<file path="src/lpc_defines.svh">
// constants of the low-power clock-loss controller
`ifndef LPC_DEFINES_SVH
`define LPC_DEFINES_SVH

// ---------------------------------------------------------------
// register byte offsets
// ---------------------------------------------------------------
`define LPC_OFF_CTRL 12'h000
`define LPC_OFF_STATUS 12'h004
`define LPC_OFF_MASK 12'h008
`define LPC_OFF_STATE 12'h00C

// ---------------------------------------------------------------
// control fields
// ---------------------------------------------------------------
`define LPC_CTRL_CME 0
`define LPC_CTRL_SELF_CLOCK_MODE_ENABLE 1
`define LPC_CTRL_SELF_CLOCK_INTERRUPT_ENABLE 2
`define LPC_CTRL_PLL_CLOCK_SELECT 3
`define LPC_CTRL_PSTOP 4
`define LPC_CTRL_RTI_RUN 5
`define LPC_CTRL_WDT_RUN 6
`define LPC_CTRL_RESET 8'h00
`define LPC_CTRL_MASK 8'h7F

// ---------------------------------------------------------------
// status and mask fields
// ---------------------------------------------------------------
`define LPC_ST_SCM_FLAG 0
`define LPC_ST_CM_RESET 1
`define LPC_ST_WAKE 2
`define LPC_STATUS_RESET 3'h0
`define LPC_MASK_RESET 3'h0

// ---------------------------------------------------------------
// timing
// ---------------------------------------------------------------
`define LPC_QC_OSC_CYCLES 13'h1000

// ---------------------------------------------------------------
// bus answers
// ---------------------------------------------------------------
`define LPC_RESP_OKAY 2'h0
`define LPC_RESP_SLVERR 2'h2

`endif

</file>
<file path="src/lpc_pkg.sv">
// types of the low-power clock-loss controller
`default_nettype none

package lpc_pkg;

	typedef enum logic [2:0] {
		LPC_RUN,
		LPC_SEL_OSC,
		LPC_PLL_OFF,
		LPC_CORE_OFF,
		LPC_SYS_OFF,
		LPC_WAIT,
		LPC_PSTOP,
		LPC_FSTOP
	} lpc_state_t;

endpackage

`default_nettype wire

</file>
<file path="src/lpc_low_power_ctrl.sv">
// low-power entry, clock-loss handling and wake-up of the clock and reset generator
//
// The AXI4-Lite interface to the registers and the placing of the registers were decided locally.
`default_nettype none

`include "lpc_defines.svh"

module lpc_low_power_ctrl
	import lpc_pkg::*;
(
	input wire logic i_clock,
	input wire logic i_srst,
	input wire logic i_wait_req,
	input wire logic i_stop_req,
	input wire logic i_wake_irq,
	input wire logic i_ext_reset_n,
	input wire logic i_clock_fail,
	input wire logic i_osc_clock,
	input wire logic [11:0] i_awaddr,
	input wire logic i_awvalid,
	output logic o_awready,
	input wire logic [31:0] i_wdata,
	input wire logic [3:0] i_wstrb,
	input wire logic i_wvalid,
	output logic o_wready,
	output logic [1:0] o_bresp,
	output logic o_bvalid,
	input wire logic i_bready,
	input wire logic [11:0] i_araddr,
	input wire logic i_arvalid,
	output logic o_arready,
	output logic [31:0] o_rdata,
	output logic [1:0] o_rresp,
	output logic o_rvalid,
	input wire logic i_rready,
	output logic o_irq,
	output logic o_wakeup,
	output logic o_reset_start,
	output logic o_cm_reset,
	output logic o_self_clock_mode,
	output logic o_check_active,
	output logic o_sysclk_is_pll,
	output logic o_pll_enable,
	output logic o_voltage_regulator_low_power_req,
	output logic o_osc_enable,
	output logic o_core_clock_enable,
	output logic o_system_clock_enable,
	output logic o_rti_clock_enable,
	output logic o_wdt_clock_enable,
	output logic o_count_hold
);

	// ---------------------------------------------------------------
	// register decode
	// ---------------------------------------------------------------
	// returns {hit, index}
	function automatic logic [2:0] reg_sel(input logic [11:0] a);
		logic [2:0] r;
		r = 3'h0;
		case (a)
			`LPC_OFF_CTRL: r = 3'h4;
			`LPC_OFF_STATUS: r = 3'h5;
			`LPC_OFF_MASK: r = 3'h6;
			`LPC_OFF_STATE: r = 3'h7;
			default: r = 3'h0;
		endcase
		return r;
	endfunction

	// ---------------------------------------------------------------
	// pin synchronisers
	// ---------------------------------------------------------------
	// bit 0 external reset, 1 clock fail, 2 oscillator clock
	logic [2:0] pin_raw;
	logic [2:0] sync1_reg;
	logic [2:0] sync2_reg;
	logic [2:0] sync3_reg;
	logic [2:0] pin_reg;
	logic [2:0] pin_d_reg;

	assign pin_raw = {i_osc_clock, i_clock_fail, ~i_ext_reset_n};

	always_ff @(posedge i_clock) begin
		if (i_srst) begin
			sync1_reg <= 3'h0;
			sync2_reg <= 3'h0;
			sync3_reg <= 3'h0;
		end else begin
			sync1_reg <= pin_raw;
			sync2_reg <= sync1_reg;
			sync3_reg <= sync2_reg;
		end
	end

	// a change counts once stages two and three agree
	genvar g;
	generate
		for (g = 0; g < 3; g++) begin : g_filt
			always_ff @(posedge i_clock) begin
				if (i_srst) begin
					pin_reg[g] <= 1'b0;
					pin_d_reg[g] <= 1'b0;
				end else begin
					if (sync2_reg[g] == sync3_reg[g]) begin
						pin_reg[g] <= sync3_reg[g];
					end
					pin_d_reg[g] <= pin_reg[g];
				end
			end
		end
	endgenerate

	logic ext_evt;
	logic fail;
	logic fail_rise;
	logic osc_tick;

	assign ext_evt = pin_reg[0] & ~pin_d_reg[0];
	assign fail = pin_reg[1];
	assign fail_rise = pin_reg[1] & ~pin_d_reg[1];
	assign osc_tick = pin_reg[2] & ~pin_d_reg[2];

	// ---------------------------------------------------------------
	// registers and state
	// ---------------------------------------------------------------
	logic [7:0] ctrl_reg;
	logic [2:0] status_reg;
	logic [2:0] mask_reg;
	lpc_state_t state_reg;
	lpc_state_t state_next;
	logic is_stop_reg;
	logic scm_reg;
	logic [12:0] qc_cnt_reg;

	logic clock_monitor_enable;
	logic self_clock_mode_enable;
	logic self_clock_interrupt_enable;
	logic pstop_sel;
	assign clock_monitor_enable = ctrl_reg[`LPC_CTRL_CME];
	assign self_clock_mode_enable = ctrl_reg[`LPC_CTRL_SELF_CLOCK_MODE_ENABLE];
	assign self_clock_interrupt_enable = ctrl_reg[`LPC_CTRL_SELF_CLOCK_INTERRUPT_ENABLE];
	assign pstop_sel = ctrl_reg[`LPC_CTRL_PSTOP];

	// ---------------------------------------------------------------
	// clock-loss events
	// ---------------------------------------------------------------
	logic asleep;
	logic full_stop;
	logic loss;
	logic cm_evt;
	logic scm_evt;
	logic qc_good;
	logic exit_evt;

	assign asleep = (state_reg == LPC_WAIT) || (state_reg == LPC_PSTOP);
	assign full_stop = state_reg == LPC_FSTOP;
	// full stop has no monitor at all
	assign loss = fail_rise & clock_monitor_enable & ~full_stop;
	assign cm_evt = loss & ~self_clock_mode_enable;
	assign scm_evt = loss & self_clock_mode_enable;
	assign qc_good = scm_reg && !fail && !full_stop && osc_tick &&
		(qc_cnt_reg == `LPC_QC_OSC_CYCLES - 13'h0001);
	// without its irq a self-clock event keeps the device asleep
	assign exit_evt = (asleep && (i_wake_irq || cm_evt || (scm_evt && self_clock_interrupt_enable))) ||
		(full_stop && i_wake_irq);

	// ---------------------------------------------------------------
	// low-power sequencer
	// ---------------------------------------------------------------
	always_comb begin
		state_next = state_reg;
		case (state_reg)
			LPC_RUN: begin
				if (i_stop_req || i_wait_req) begin
					state_next = LPC_SEL_OSC;
				end
			end
			LPC_SEL_OSC: state_next = LPC_PLL_OFF;
			LPC_PLL_OFF: state_next = LPC_CORE_OFF;
			LPC_CORE_OFF: state_next = LPC_SYS_OFF;
			LPC_SYS_OFF: begin
				if (!is_stop_reg) begin
					state_next = LPC_WAIT;
				end else if (pstop_sel) begin
					state_next = LPC_PSTOP;
				end else begin
					state_next = LPC_FSTOP;
				end
			end
			LPC_WAIT, LPC_PSTOP, LPC_FSTOP: begin
				if (exit_evt) begin
					state_next = LPC_RUN;
				end
			end
			default: state_next = LPC_RUN;
		endcase
		if (ext_evt) begin
			state_next = LPC_RUN;
		end
	end

	always_ff @(posedge i_clock) begin
		if (i_srst) begin
			state_reg <= LPC_RUN;
			is_stop_reg <= 1'b0;
		end else begin
			state_reg <= state_next;
			if (state_reg == LPC_RUN) begin
				is_stop_reg <= i_stop_req;
			end
		end
	end

	// ---------------------------------------------------------------
	// self-clock mode and quality checker
	// ---------------------------------------------------------------
	always_ff @(posedge i_clock) begin
		if (i_srst) begin
			scm_reg <= 1'b0;
		end else if (scm_evt) begin
			scm_reg <= 1'b1;
		end else if (qc_good) begin
			scm_reg <= 1'b0;
		end
	end

	// the count restarts on every failure, so one window must pass clean
	always_ff @(posedge i_clock) begin
		if (i_srst) begin
			qc_cnt_reg <= 13'h0000;
		end else if (!scm_reg || fail || full_stop || qc_good) begin
			qc_cnt_reg <= 13'h0000;
		end else if (osc_tick) begin
			qc_cnt_reg <= qc_cnt_reg + 13'h0001;
		end
	end

	// ---------------------------------------------------------------
	// bus slave
	// ---------------------------------------------------------------
	logic [11:0] awaddr_reg;
	logic [31:0] wdata_reg;
	logic wstrb0_reg;
	logic [2:0] wsel;
	logic wr_go;
	logic wr_ctrl;
	logic wr_status;
	logic wr_mask;
	logic [2:0] rsel;

	assign wr_go = !o_awready && !o_wready && !o_bvalid;
	assign wsel = reg_sel(awaddr_reg);
	assign wr_ctrl = wr_go && wstrb0_reg && (wsel == 3'h4);
	assign wr_status = wr_go && wstrb0_reg && (wsel == 3'h5);
	assign wr_mask = wr_go && wstrb0_reg && (wsel == 3'h6);
	assign rsel = reg_sel(i_araddr);

	always_ff @(posedge i_clock) begin
		if (i_srst) begin
			o_awready <= 1'b1;
			o_wready <= 1'b1;
			o_bvalid <= 1'b0;
			o_bresp <= `LPC_RESP_OKAY;
			awaddr_reg <= 12'h000;
			wdata_reg <= 32'h00000000;
			wstrb0_reg <= 1'b0;
		end else begin
			if (i_awvalid && o_awready) begin
				o_awready <= 1'b0;
				awaddr_reg <= i_awaddr;
			end
			if (i_wvalid && o_wready) begin
				o_wready <= 1'b0;
				wdata_reg <= i_wdata;
				wstrb0_reg <= i_wstrb[0];
			end
			if (wr_go) begin
				o_bvalid <= 1'b1;
				o_bresp <= wsel[2] ? `LPC_RESP_OKAY : `LPC_RESP_SLVERR;
			end
			if (o_bvalid && i_bready) begin
				o_bvalid <= 1'b0;
				o_awready <= 1'b1;
				o_wready <= 1'b1;
			end
		end
	end

	always_ff @(posedge i_clock) begin
		if (i_srst) begin
			o_arready <= 1'b1;
			o_rvalid <= 1'b0;
			o_rdata <= 32'h00000000;
			o_rresp <= `LPC_RESP_OKAY;
		end else if (i_arvalid && o_arready) begin
			o_arready <= 1'b0;
			o_rvalid <= 1'b1;
			o_rresp <= rsel[2] ? `LPC_RESP_OKAY : `LPC_RESP_SLVERR;
			case (rsel)
				3'h4: o_rdata <= {24'h000000, ctrl_reg};
				3'h5: o_rdata <= {29'h00000000, status_reg};
				3'h6: o_rdata <= {29'h00000000, mask_reg};
				3'h7: o_rdata <= {26'h0000000, scm_reg, fail, state_reg, is_stop_reg};
				default: o_rdata <= 32'h00000000;
			endcase
		end else if (o_rvalid && i_rready) begin
			o_rvalid <= 1'b0;
			o_arready <= 1'b1;
		end
	end

	// ---------------------------------------------------------------
	// control, status and mask
	// ---------------------------------------------------------------
	// pin reset reaches the registers through the synchroniser, not asynchronously
	always_ff @(posedge i_clock) begin
		if (i_srst || ext_evt || cm_evt) begin
			ctrl_reg <= `LPC_CTRL_RESET;
		end else begin
			if (wr_ctrl) begin
				ctrl_reg <= wdata_reg[7:0] & `LPC_CTRL_MASK;
			end
			if (state_reg == LPC_SEL_OSC) begin
				ctrl_reg[`LPC_CTRL_PLL_CLOCK_SELECT] <= 1'b0;
			end
		end
	end

	logic [2:0] st_set;
	assign st_set = {exit_evt, cm_evt, scm_evt};

	// a set in the clearing cycle wins
	always_ff @(posedge i_clock) begin
		if (i_srst) begin
			status_reg <= `LPC_STATUS_RESET;
		end else if (wr_status) begin
			status_reg <= (status_reg & ~wdata_reg[2:0]) | st_set;
		end else begin
			status_reg <= status_reg | st_set;
		end
	end

	always_ff @(posedge i_clock) begin
		if (i_srst) begin
			mask_reg <= `LPC_MASK_RESET;
		end else if (wr_mask) begin
			mask_reg <= wdata_reg[2:0];
		end
	end

	// ---------------------------------------------------------------
	// event outputs
	// ---------------------------------------------------------------
	always_ff @(posedge i_clock) begin
		if (i_srst) begin
			o_irq <= 1'b0;
			o_wakeup <= 1'b0;
			o_reset_start <= 1'b0;
			o_cm_reset <= 1'b0;
		end else begin
			o_irq <= |(status_reg & mask_reg);
			o_wakeup <= exit_evt;
			o_reset_start <= ext_evt || cm_evt;
			o_cm_reset <= cm_evt && !ext_evt;
		end
	end

	// ---------------------------------------------------------------
	// clock and power outputs
	// ---------------------------------------------------------------
	logic in_stop;
	logic core_on;
	logic sys_on;
	assign in_stop = (state_reg == LPC_PSTOP) || full_stop;
	assign core_on = (state_reg == LPC_RUN) || (state_reg == LPC_SEL_OSC) ||
		(state_reg == LPC_PLL_OFF);
	assign sys_on = core_on || (state_reg == LPC_CORE_OFF);

	// registered a cycle behind the state; outside self-clock mode the pll and the core clock drop on the same edge, leaving LPC_CORE_OFF
	always_ff @(posedge i_clock) begin
		if (i_srst) begin
			o_self_clock_mode <= 1'b0;
			o_check_active <= 1'b0;
			o_sysclk_is_pll <= 1'b0;
			o_pll_enable <= 1'b1;
			o_voltage_regulator_low_power_req <= 1'b0;
			o_osc_enable <= 1'b1;
			o_core_clock_enable <= 1'b1;
			o_system_clock_enable <= 1'b1;
			o_rti_clock_enable <= 1'b1;
			o_wdt_clock_enable <= 1'b1;
			o_count_hold <= 1'b0;
		end else begin
			o_self_clock_mode <= scm_reg;
			o_check_active <= scm_reg && !full_stop;
			o_sysclk_is_pll <= scm_reg || ctrl_reg[`LPC_CTRL_PLL_CLOCK_SELECT];
			o_pll_enable <= (scm_reg && !full_stop) || core_on;
			o_voltage_regulator_low_power_req <= in_stop && !(scm_reg && !full_stop);
			o_osc_enable <= !full_stop;
			o_core_clock_enable <= core_on;
			o_system_clock_enable <= sys_on;
			o_rti_clock_enable <= sys_on || (state_reg == LPC_WAIT) ||
				(state_reg == LPC_PSTOP && ctrl_reg[`LPC_CTRL_RTI_RUN]);
			o_wdt_clock_enable <= sys_on || (state_reg == LPC_WAIT) ||
				(state_reg == LPC_PSTOP && ctrl_reg[`LPC_CTRL_WDT_RUN]);
			o_count_hold <= in_stop;
		end
	end

endmodule

`default_nettype wire

</file>
<file path="config.mk">
export PLATFORM = sky130hd
export DESIGN_NAME = lpc_low_power_ctrl
export DESIGN_NICKNAME = d
export VERILOG_FILES = /design/src/lpc_pkg.sv /design/src/lpc_low_power_ctrl.sv
export VERILOG_INCLUDE_DIRS = /design/src
export SDC_FILE = /design/constraint.sdc
export NUM_CORES = 1
export LEC_CHECK = 0
export BUFFER_PORTS_ARGS = -buffer_cell sky130_fd_sc_hd__buf_2
export CORE_MARGIN = 3
export CORE_UTILIZATION = 45
export DETAILED_ROUTE_END_ITERATION = 8
export PLACE_DENSITY_LB_ADDON = 0.25
export SLEW_MARGIN = 20
export SYNTH_ARGS = -nofsm -noshare
export SYNTH_HDL_FRONTEND = slang
export SYNTH_SLANG_ARGS = --single-unit
</file>
<file path="constraint.sdc">
create_clock -name i_clock -period 2.15 [get_ports i_clock]
set_clock_uncertainty 0.05 [all_clocks]
set_input_delay 0.1075 -clock i_clock [delete_from_list [all_inputs] [get_ports i_clock]]
set_output_delay 0.1075 -clock i_clock [all_outputs]
set_load 0.05 [all_outputs]
</file>
==> flow_summary.yaml <==
synthesis:
  syn_area_per_cell_um2: 9.29
  synth_warnings: 0
  yosysTopAreaCellShare_pct: 49.4
  synth-seq-area-share_pct: 49.4
  synthFlopType: "dfxtp_1"
  synth.area.top_cells: "dfxtp_1 (49%), buf_4 (5.5%), nand2_1 (4.6%)"
  synth_cell_type_count: 51
  yosys_register_bits: 95
  syn_area_um2: 3850
  yosys.area.top_type: "dfxtp_1"
  synthCells: 414
  synth-async-reset-ratio_pct: 0
  synth_edf_count: 0
pwr:
  peakVddDrop_v: 0.000413
  p_per_area_nw_per_um2: 768
  p_switching_uw: 961
  power.share.sequential_pct: 51.8
  switching_share_pct: 26.7
  clockPowerShare_pct: 36.7
  power_mw: 3.60
  combinationalPowerShare_pct: 11.5
  leakagePower_nw: 1.99
  p_int_mw: 2.64
sta:
  rsz0062_at_grt: "no"
  period_share_pct: 77.3
  setup_viol: 0
  hold_viol: 0
  period_minus_slack_ps: 1660
  drv_slew: 0
  fin_tns_setup_ps: 0
  fmax_ghz: 0.601
floorplanning:
  boundaryPins: 129
  initial_core_util_pct: 46.6
  die_h_um: 98.5
  rows: 33
  dieWidth_um: 98.5
  design.core.area_um2: 8260
  dieArea_um2: 9690
detailed_routing:
  viasPerCell: 4.90
  ant_nets: 0
  first_pass_iters: 4
  vias: 3039
  wire_per_inst_um: 12.6
  drt_wl_total_um: 7840
  route.detailed.drc: 0
  first_iter_violations: 105
clocking:
  tritoncts: "yes"
  path_clk_slew_ps: 90
  cts-root-buf: "clkbuf_8"
  clk_latency_ps: 360
  cts_made_buffers: 9
  htreeDepth: 3
  cts_resized: 0
  clock_path_buffers: 2
  clkSinkCount: 95
flow_run:
  maxCapViolations: 0
final_layout:
  syn2layout_area_growth_pct: 21.9
  antenna_cells: 0
  layoutNonFillerInstCount: 620
  nets: 584
  drive_gt1_share_pct: 20.2
  largest_reg_flops: 13
setup_path:
  regToRegEndpoint: "qc_cnt_reg[2]"
  cp-start-kind: "flop"
  critPathRequiredTime_ps: 2340
  endpoint_kind: "flop"
  rr_startpoint: "qc_cnt_reg[0]"
  crit_start: "qc_cnt_reg[0]"
  path_class: "reg -> reg"
  rrSetupSlack_ps: 490
  r2r_cells: 5
  cp_max_fo: 11
  critPathArrivalTime_ps: 1860
placement:
  dp_hpwl_um: 5540
  gp_congestion: 0.762
  portBuffers: 73
  dp.cells: 576
global_routing:
  grt_remaining_overflow: 0
  grt_usage_pct: 16.5
  antenna_found_initial: 0
  grt_pass1_vias: 2850
  grt_pass1_wl_um: 13200
  grt_max_degree: 50
worst_hold_path:
  hold_class: "in -> reg"
  whs_endpoint: "o_wready"
  hold_path_depth: 2
  hold_start: "i_wvalid"
status:
  status: "finished, final reports clean"
[critical path: stages (launching register included)]
cell and delay, ps:
dfxtp_1 370, ha_1 170, and4b_1 270, nor3b_4 280, a21bo_2 320, nor2_1 90
[layout by cell type, fill, tap and decap left out, drive strengths merged, types with 5 or more instances in the layout]
cell	netlist	final
nand2	47	47
a21oi	35	35
dlygate4sd3	0	28
inv	9	10
nor4	7	7
nand4	6	6
and2	5	5
nor2	46	46
xor2	5	5
nand3	12	12
buf	33	74
mux2i	12	12
nand2b	9	9
a22oi	6	6
o21ai	11	11
xnor2	6	6
nor3	5	5
dfxtp	95	95
clkbuf	10	10
nor2b	14	14
conb	1	27
[logic make-up (layout without fill, tap and decap cells)]
group                      Yosys count  after routing  synth area share (%)
and+or+nand+nor                    168            168                  23.7
DFF                                 95             95                  49.4
AOI/OAI and AO/OA                   71             71                  11.2
buffers and inverters               52            127                  7.90
muxes                               15             15                  4.88
xor gates and xnor gates            11             11                  2.50
adders and majority gates            1              1                 0.325
other                                1             27                0.0975
[timing repair]
action                     4_1_cts  5_1_grt
setup endpoints to repair        0        0
hold endpoints to repair        29        0
hold buffers                    28        0
buffers inserted                 0        0
[per-layer routing]
layer | global-route usage (%) | part of all wire, % | up-vias
li1 | - | - | 1550
met3 | 4.10 | 6.5 | 7
met4 | 5.36 | 1.2 | 0
met1 | 21.5 | 47 | 1394
met5 | 0 | 0 | -
met2 | 27.0 | 45 | 88
[cell type report]
cell class | count | area [µm²]
clock buffer | 10 | 138
timing repair buffer | 102 | 653
tap | 105 | 131
inverter | 9 | 33.8
fill | 758 | 3570
multi-input combinational | 293 | 1740
clock inverter | 6 | 91.3
sequential | 95 | 1900
[synth_stat cells, types with 3 or more instances]
cell,number
a22oi_1,6
nand3b_1,3
xor2_1,5
nor3_1,4
buf_4,28
a21oi_1,35
mux4_2,3
nand2b_1,9
and2_1,5
nand4_1,4
dfxtp_1,95
xnor2_1,6
a31oi_1,3
nor2b_1,14
a221oi_1,3
nor4_1,4
nor4b_1,3
mux2i_1,12
inv_1,9
a22o_1,3
buf_2,3
nand3_1,12
nand2_1,47
clkbuf_1,10
a21o_1,3
nor2_1,46
o21ai_0,11
[per-stage QoR]
stage | hold slack, ps | cell area (µm²) | utilization (%) | worst slack [ps]
global route | 36.7 | 4690 | 56.8 | 333
finish | 31.6 | 4690 | 56.8 | 487
global placement | 215 | 4180 | 50.6 | 520
floorplan | 124 | 3940 | - | 536
CTS | 25.6 | 4690 | 56.8 | 474
detailed placement | 218 | 4180 | 50.6 | 487
[power groups by stage]
stage / clock, mW / sequential [mW] / combinational, mW
4_1_cts: 1.35 / 1.87 / 0.413
3_5_place_dp: 0 / 1.91 / 0.373
3_3_place_gp: 0 / 1.90 / 0.368
2_1_floorplan: 0 / 1.93 / 0.296
5_1_grt: 1.42 / 1.88 / 0.451
6_report: 1.32 / 1.87 / 0.414
[worst max path at each step]
stage,to
after floorplan,ctrl_reg[3]
after global placement,qc_cnt_reg[1]
after detailed placement,qc_cnt_reg[2]
after CTS,qc_cnt_reg[2]
after global routing,ctrl_reg[3]
final,qc_cnt_reg[2]
Power figures use the tool's default switching activity.
